--- config.mk ---
export PLATFORM = sky130hd
export DESIGN_NAME = skip_table_xor_exec
export DESIGN_NICKNAME = d
export VERILOG_FILES = /design/src/hw/skip_table_xor_pkg.sv /design/src/hw/xor_null_unit.sv /design/src/hw/skip_table_xor_exec.sv
export SDC_FILE = /design/constraint.sdc
export NUM_CORES = 1
export LEC_CHECK = 0
export BUFFER_PORTS_ARGS = -buffer_cell sky130_fd_sc_hd__buf_4
export CAP_MARGIN = 20
export CORE_UTILIZATION = 54
export DETAILED_ROUTE_END_ITERATION = 16
export PLACE_DENSITY = 0.95
export SYNTH_ARGS = -nofsm -noshare
export SYNTH_HDL_FRONTEND = slang
export SYNTH_SLANG_ARGS = --single-unit
--- constraint.sdc ---
create_clock -name clk_sys -period 2.7 [get_ports clk_sys]
set_input_delay 0.27 -clock clk_sys [delete_from_list [all_inputs] [get_ports clk_sys]]
set_output_delay 0.27 -clock clk_sys [all_outputs]
set_load 0.005 [all_outputs]
--- src/hw/skip_table_xor_pkg.sv ---
// package: opcodes, widths and reset values for the skip/table/xor execution block
package skip_table_xor_pkg;
  // ****************************************************************
  // widths
  // ****************************************************************
  localparam int DATA_W      = 8;
  localparam int ROM_ADDR_W  = 12;
  localparam int ROM_DATA_W  = 15;
  localparam int RAM_ADDR_W  = 8;
  localparam int LATCH_W     = ROM_DATA_W - DATA_W;
  localparam int PAGE_W      = ROM_ADDR_W - DATA_W;

  // ****************************************************************
  // reset values and page constant
  // ****************************************************************
  localparam logic [DATA_W-1:0]  WREG_RST  = 8'h00;
  localparam logic [LATCH_W-1:0] LATCH_RST = 7'h00;
  localparam logic [PAGE_W-1:0]  LAST_PAGE = 4'hF;

  // ****************************************************************
  // operations executed by this block
  // ****************************************************************
  typedef enum logic [3:0] {
    OP_NONE      = 4'h0,
    OP_NIBX      = 4'h1,
    OP_SKIPNULL  = 4'h2,
    OP_COPYSKIP  = 4'h3,
    OP_BITSKIP   = 4'h4,
    OP_TBL_CUR   = 4'h5,
    OP_TBL_LAST  = 4'h6,
    OP_XOR_REG   = 4'h7,
    OP_XOR_MEM   = 4'h8,
    OP_XOR_IMM   = 4'h9
  } op_e;

  // one-hot execution states
  typedef enum logic [2:0] {
    ST_EXEC  = 3'b001,
    ST_TABLE = 3'b010,
    ST_DUMMY = 3'b100
  } state_e;
endpackage

--- src/hw/xor_null_unit.sv ---
// file: combinational xor with null-result detect
`timescale 1ns/1ps
module xor_null_unit (
  input  wire logic [7:0] opA,
  input  wire logic [7:0] opB,
  output logic      [7:0] result,
  output logic            isNull
);
  always_comb begin
    result = opA ^ opB;
    isNull = (result == 8'h00);
  end
endmodule // xor_null_unit

--- src/hw/skip_table_xor_exec.sv ---
// file: execution logic for nibble exchange, null skips, table reads and xor
`timescale 1ns/1ps
// Overview of operation
// - nibble exchange puts memory high nibble low in register, low nibble high
// - skip_if_null drops prefetched instruction, dummy cycle when byte is zero
// - copy_and_skip_if_null loads register; zero byte also discards prefetch
// - bit-test skip discards prefetch and adds dummy cycle when bit clear
// - current-page table read: low byte to memory, high part to latch
// - last-page table read: same, but fetched from the final page
// - xor with register destination; only null flag changes
// - xor_into_memory writes result to memory byte; only null flag changes
// - immediate xor into working register; only null flag changes
module skip_table_xor_exec (
  input  wire logic                                        clk_sys,
  input  wire logic                                        rstn,
  input  wire skip_table_xor_pkg::op_e                     opValid,
  input  wire logic                                        opStart,
  input  wire logic [skip_table_xor_pkg::RAM_ADDR_W-1:0]   memAddr,
  input  wire logic [2:0]                                  bitSel,
  input  wire logic [7:0]                                  literal,
  input  wire logic [7:0]                                  memRdata,
  input  wire logic [7:0]                                  table_pointer,
  input  wire logic [skip_table_xor_pkg::PAGE_W-1:0]       curPage,
  input  wire logic [skip_table_xor_pkg::ROM_DATA_W-1:0]   romData,
  output logic                                             busy,
  output logic                                             discardPrefetch,
  output logic                                             memWe,
  output logic      [skip_table_xor_pkg::RAM_ADDR_W-1:0]   memWaddr,
  output logic      [7:0]                                  memWdata,
  output logic                                             romRe,
  output logic      [skip_table_xor_pkg::ROM_ADDR_W-1:0]   romAddr,
  output logic      [7:0]                                  working_register,
  output logic      [skip_table_xor_pkg::LATCH_W-1:0]      table_high_latch,
  output logic                                             nullFlag
);
  // ****************************************************************
  // state
  // ****************************************************************
  skip_table_xor_pkg::state_e                   state;
  skip_table_xor_pkg::state_e                   next_state;
  logic [7:0]                                   next_working_register;
  logic [skip_table_xor_pkg::LATCH_W-1:0]       next_table_high_latch;
  logic                                         next_nullFlag;
  logic                                         next_memWe;
  logic [skip_table_xor_pkg::RAM_ADDR_W-1:0]    next_memWaddr;
  logic [7:0]                                   next_memWdata;
  logic [skip_table_xor_pkg::ROM_ADDR_W-1:0]    next_romAddr;
  logic [skip_table_xor_pkg::ROM_ADDR_W-1:0]    romAddrHold;
  // table destination is captured at start, the byte lands two cycles later
  logic [skip_table_xor_pkg::RAM_ADDR_W-1:0]    tableDest;
  logic [skip_table_xor_pkg::RAM_ADDR_W-1:0]    next_tableDest;
  logic [7:0]                                   xorB;
  logic [7:0]                                   xorRes;
  logic                                         xorNull;
  logic                                         skipTaken;
  logic                                         startOk;
  logic                                         tableStart;
  logic                                         byteNull;
  logic [7:0]                                   romLow;
  logic [skip_table_xor_pkg::LATCH_W-1:0]       romHigh;

  // ****************************************************************
  // xor datapath
  // ****************************************************************
  // immediate xor takes the literal, every other form the addressed byte
  assign xorB = (opValid == skip_table_xor_pkg::OP_XOR_IMM) ? literal : memRdata;

  xor_null_unit xor_null_unit_i (
    .opA    (working_register),
    .opB    (xorB),
    .result (xorRes),
    .isNull (xorNull)
  );

  // ****************************************************************
  // start and operand decode
  // ****************************************************************
  // a start outside the execute state is refused, busy tells fetch why
  assign startOk    = opStart && (state == skip_table_xor_pkg::ST_EXEC);
  assign tableStart = startOk && (opValid == skip_table_xor_pkg::OP_TBL_CUR ||
                                  opValid == skip_table_xor_pkg::OP_TBL_LAST);
  assign byteNull   = (memRdata == 8'h00);
  // word splits at the byte boundary: low byte to memory, rest to latch
  assign romLow     = romData[skip_table_xor_pkg::DATA_W-1:0];
  assign romHigh    = romData[skip_table_xor_pkg::ROM_DATA_W-1:skip_table_xor_pkg::DATA_W];

  // ****************************************************************
  // skip decision
  // ****************************************************************
  always_comb begin
    skipTaken = 1'b0;
    if (startOk) begin
      case (opValid)
        skip_table_xor_pkg::OP_SKIPNULL: skipTaken = byteNull;
        skip_table_xor_pkg::OP_COPYSKIP: skipTaken = byteNull;
        // only the selected bit matters, a clear bit skips
        skip_table_xor_pkg::OP_BITSKIP:  skipTaken = ~memRdata[bitSel];
        default:                         skipTaken = 1'b0;
      endcase
    end
  end

  // ****************************************************************
  // fetch handshake
  // ****************************************************************
  // handshake outputs are combinational so fetch can react this cycle
  assign discardPrefetch = skipTaken;
  assign busy            = (state != skip_table_xor_pkg::ST_EXEC) ||
                           skipTaken ||
                           tableStart;
  assign romRe           = (state == skip_table_xor_pkg::ST_TABLE);
  // address comes from a flop so the rom sees a steady word address
  assign romAddr         = romAddrHold;

  // ****************************************************************
  // next-state logic
  // ****************************************************************
  always_comb begin
    // defaults hold every register; the memory write strobe drops
    next_state            = state;
    next_working_register = working_register;
    next_table_high_latch = table_high_latch;
    next_nullFlag         = nullFlag;
    next_memWe            = 1'b0;
    next_memWaddr         = memWaddr;
    next_memWdata         = memWdata;
    next_romAddr          = romAddrHold;
    next_tableDest        = tableDest;
    case (state)
      skip_table_xor_pkg::ST_EXEC: begin
        if (opStart) begin
          case (opValid)
            skip_table_xor_pkg::OP_NIBX: begin
              // memory byte and flags are left alone
              next_working_register = {memRdata[3:0], memRdata[7:4]};
            end
            skip_table_xor_pkg::OP_SKIPNULL: begin
              if (skipTaken) next_state = skip_table_xor_pkg::ST_DUMMY;
            end
            skip_table_xor_pkg::OP_COPYSKIP: begin
              next_working_register = memRdata;
              if (skipTaken) next_state = skip_table_xor_pkg::ST_DUMMY;
            end
            skip_table_xor_pkg::OP_BITSKIP: begin
              if (skipTaken) next_state = skip_table_xor_pkg::ST_DUMMY;
            end
            skip_table_xor_pkg::OP_TBL_CUR: begin
              // memAddr may move on, so the destination is captured here
              next_romAddr   = {curPage, table_pointer};
              next_tableDest = memAddr;
              next_state     = skip_table_xor_pkg::ST_TABLE;
            end
            skip_table_xor_pkg::OP_TBL_LAST: begin
              next_romAddr   = {skip_table_xor_pkg::LAST_PAGE, table_pointer};
              next_tableDest = memAddr;
              next_state     = skip_table_xor_pkg::ST_TABLE;
            end
            skip_table_xor_pkg::OP_XOR_REG: begin
              next_working_register = xorRes;
              next_nullFlag         = xorNull;
            end
            skip_table_xor_pkg::OP_XOR_MEM: begin
              // working register keeps its value, only byte and flag move
              next_memWe    = 1'b1;
              next_memWaddr = memAddr;
              next_memWdata = xorRes;
              next_nullFlag = xorNull;
            end
            skip_table_xor_pkg::OP_XOR_IMM: begin
              next_working_register = xorRes;
              next_nullFlag         = xorNull;
            end
            default: begin
            end
          endcase
        end
      end
      skip_table_xor_pkg::ST_TABLE: begin
        // word is returned by rom in the cycle the read strobe is high
        next_memWe            = 1'b1;
        next_memWaddr         = tableDest;
        next_memWdata         = romLow;
        next_table_high_latch = romHigh;
        next_state            = skip_table_xor_pkg::ST_EXEC;
      end
      skip_table_xor_pkg::ST_DUMMY: begin
        // dummy cycle replaces the discarded fetch
        next_state = skip_table_xor_pkg::ST_EXEC;
      end
      default: begin
        next_state = skip_table_xor_pkg::ST_EXEC;
      end
    endcase
  end

  // ****************************************************************
  // registers
  // ****************************************************************
  // reset is synchronous: rstn only counts at a clock edge
  always_ff @(posedge clk_sys) begin
    if (!rstn) begin
      state            <= skip_table_xor_pkg::ST_EXEC;
      working_register <= skip_table_xor_pkg::WREG_RST;
      table_high_latch <= skip_table_xor_pkg::LATCH_RST;
      nullFlag         <= 1'b0;
      memWe            <= 1'b0;
      memWaddr         <= '0;
      memWdata         <= 8'h00;
      romAddrHold      <= '0;
      tableDest        <= '0;
    end else begin
      state            <= next_state;
      working_register <= next_working_register;
      table_high_latch <= next_table_high_latch;
      nullFlag         <= next_nullFlag;
      memWe            <= next_memWe;
      memWaddr         <= next_memWaddr;
      memWdata         <= next_memWdata;
      romAddrHold      <= next_romAddr;
      tableDest        <= next_tableDest;
    end
  end
endmodule // skip_table_xor_exec

==> reports/qor.yml <==
status:
  status: "finished, final reports clean"
die:
  chipWidth_um: 77.1
  core_mm2: 0.00527
  die-area_mm2: 0.00594
  die_y_um: 77.1
  pin_count: 109
  rows: 26
  start_util_pct: 57.7
routing:
  first_pass_iters: 5
  wl_met3_um: 561
  route.antenna.remaining_nets: 0
  drtIter0Drc: 251
  top_layer: "met4"
  vias: 3130
  wl_met2_mm: 4.37
  drt-met1-wl_mm: 3.59
  wl_per_cell_um: 16.2
  wirelength_mm: 8.65
  vias_per_cell: 5.87
  route.detailed.drc: 0
clocking:
  cts_tree: "done"
  clk_root_buffer_cell: "clkbuf_8"
  cts_made_buffers: 5
  cts_setup_buffers: 0
  clock_sinks: 56
  clock_path_buffers: 2
  cts_resized: 0
  clock_latency_ns: 0.32
  hold_buffers: 0
  clkTransAtPathRegs_ns: 0.11
  htreeDepth: 2
timing:
  holdWs_ns: 0.199
  finalWorstSetupSlack_ns: 0.704
  finalSetupViolations: 0
  min_period_over_period_pct: 73.9
  tns_ns: 0
  fmax_mhz: 501
  rsz0062_at_grt: "false"
  finalCriticalPeriod_ns: 2.00
  finClkSkew_ns: 0.00828
  maxSlewHeadroom_pct: 43.5
  maxSlewViolCount: 0
  worst_slew_pin_slew_ns: 0.847
  timing.final.hold_violations: 0
finish:
  final_cells: 533
  antennaDiodeCount: 0
  fillerInstances: 408
  fin_area_mm2: 0.00391
  syn_to_final_growth_pct: 28.5
  utilization_pct: 74.2
  drive_gt1_share_pct: 27.0
  finalNetCount: 523
global_routing:
  grt-ovfl-total: 0
  grt_pass1_wl_mm: 14.1
  track_usage_pct: 29.5
  grt_max_degree: 56
  grt_pass1_vias: 3008
  antenna_found_initial: 0
synthesis:
  yosysTopAreaCell: "dfxtp_1"
  synth_top_cells_by_area: "dfxtp_1 (37%), nand2_1 (11%), a21boi_0 (6.4%), o211a_1 (4.9%), nand3_1 (4.3%)"
  synth-seq-area-share_pct: 36.8
  yosysMostFrequentCell: "nand2_1"
  synth_commonest_cells: "nand2_1 (87), dfxtp_1 (56), a21boi_0 (26), nand3_1 (26), o211a_1 (15)"
  syn-cell-area_mm2: 0.00304
  synth_edf_count: 0
  synth.distinct_cells: 49
  synthCells: 375
  synth.net_count: 436
  synth.avg_cell_area_um2: 8.11
  yosys_warnings: 0
  netlist.area_leader.share_pct: 36.8
  async_flop_share_pct: 0
  synth-seq-cells: 56
  synth_ff_type: "dfxtp_1"
pwr:
  finalPower_mw: 1.65
  leakagePower_nw: 1.83
  ir_drop_v: 0.000273
  power_density_mw_per_mm2: 422
placement:
  dp.cells: 525
  placed_area_mm2: 0.00381
  portBuffers: 108
  dp_worst_setup_slack_ns: 0.651
  place_hpwl_mm: 6.23
  globalplace.congestion: 0.958
critical_path:
  crit_type: "reg2reg"
  worst-r2r-cell-count: 5
  r2r_slack_ns: 0.70
  endpoint_kind: "register"
  worstReg2RegEnd: "working_register[4]"
  path_max_fanout: 8
  arrival_ns: 2.21
  r2r_start: "state[1]"
  required_ns: 2.92
  cp-start-kind: "register"
hold_path:
  hp-class: "in2reg"
  hp-start: "table_pointer[3]"
  min_path_cells: 3
  hold-path-endpoint: "romAddr[3]"
flow_run:
  cap_violations: 0
-- where the power goes --
group	internal [mW]	switching, mW	total [mW]	leakage (nW)
registers	0.846	0.0155	0.861	0.453
clock network	0.191	0.298	0.489	0.0463
logic	0.151	0.147	0.298	1.33
-- state kept, by name, summed over array words and instances (netlist names) --
name / count
state: 3
working_register: 8
memWaddr: 8
memWdata: 8
nullFlag: 1
romAddr: 12
tableDest: 8
table_high_latch: 7
memWe: 1
-- layer usage --
metal  GRT usage [%]  up-vias
met5               0        -
met4            10.6        0
met3            5.12       16
met2            50.9      144
met1            36.9     1475
li1                -     1495
-- cell usage in the layout (no fill, tap or decap), types with 4 or more instances in the layout --
master    Yosys  layout
a22oi_1       7       7
and2_1        4       4
o21ai_0      11      11
a21o_1        4       4
nor3_1        8       8
a21boi_0     26      26
buf_4         1     111
dfxtp_1      56      56
and3_1        4       4
a21oi_1       6       6
mux2i_1      10      10
nand2_1      87      87
o211a_1      15      15
nor3b_1       5       5
xnor2_1      10      10
nor2b_1       6       6
nor2_1        9       9
clkbuf_8      0       5
a31oi_1       5       5
nand3_1      26      26
-- how the worst max path moves through the flow --
stage	from	endpoint	cells after the start
2_1_floorplan	memRdata[7]	discardPrefetch	5
3_3_place_gp	opValid[3]	romAddr[6]	6
3_5_place_dp	opValid[3]	romAddr[9]	6
4_1_cts	state[1]	working_register[4]	5
5_1_grt	state[1]	working_register[4]	5
6_report	state[1]	working_register[4]	5
-- cells by family after synthesis --
family          share of synthesized area [%]
simple gates                             25.9
compound gates                           24.0
flops                                    36.8
buf+inv                                  5.43
xor+xnor                                 3.74
mux                                      4.03
-- worst max-delay path: stages, from the launching register on --
cell and delay (ns):
dfxtp_1 0.33, nor3b_2 0.38, o2111ai_1 0.50, a221oi_1 0.37, o21ai_0 0.15, o211a_1 0.16
-- layout make-up --
cell class | instances | area [um2] | share of cell area [%]
inverter | 4 | 15.0 | 0.384
sequential | 56 | 1120 | 28.7
clock inverter | 3 | 27.5 | 0.704
multi-input combinational | 284 | 1760 | 44.9
tap | 70 | 87.6 | 2.24
clock buffer | 5 | 68.8 | 1.76
timing repair buffer | 111 | 833 | 21.3
(Power assumes the default switching activity.)
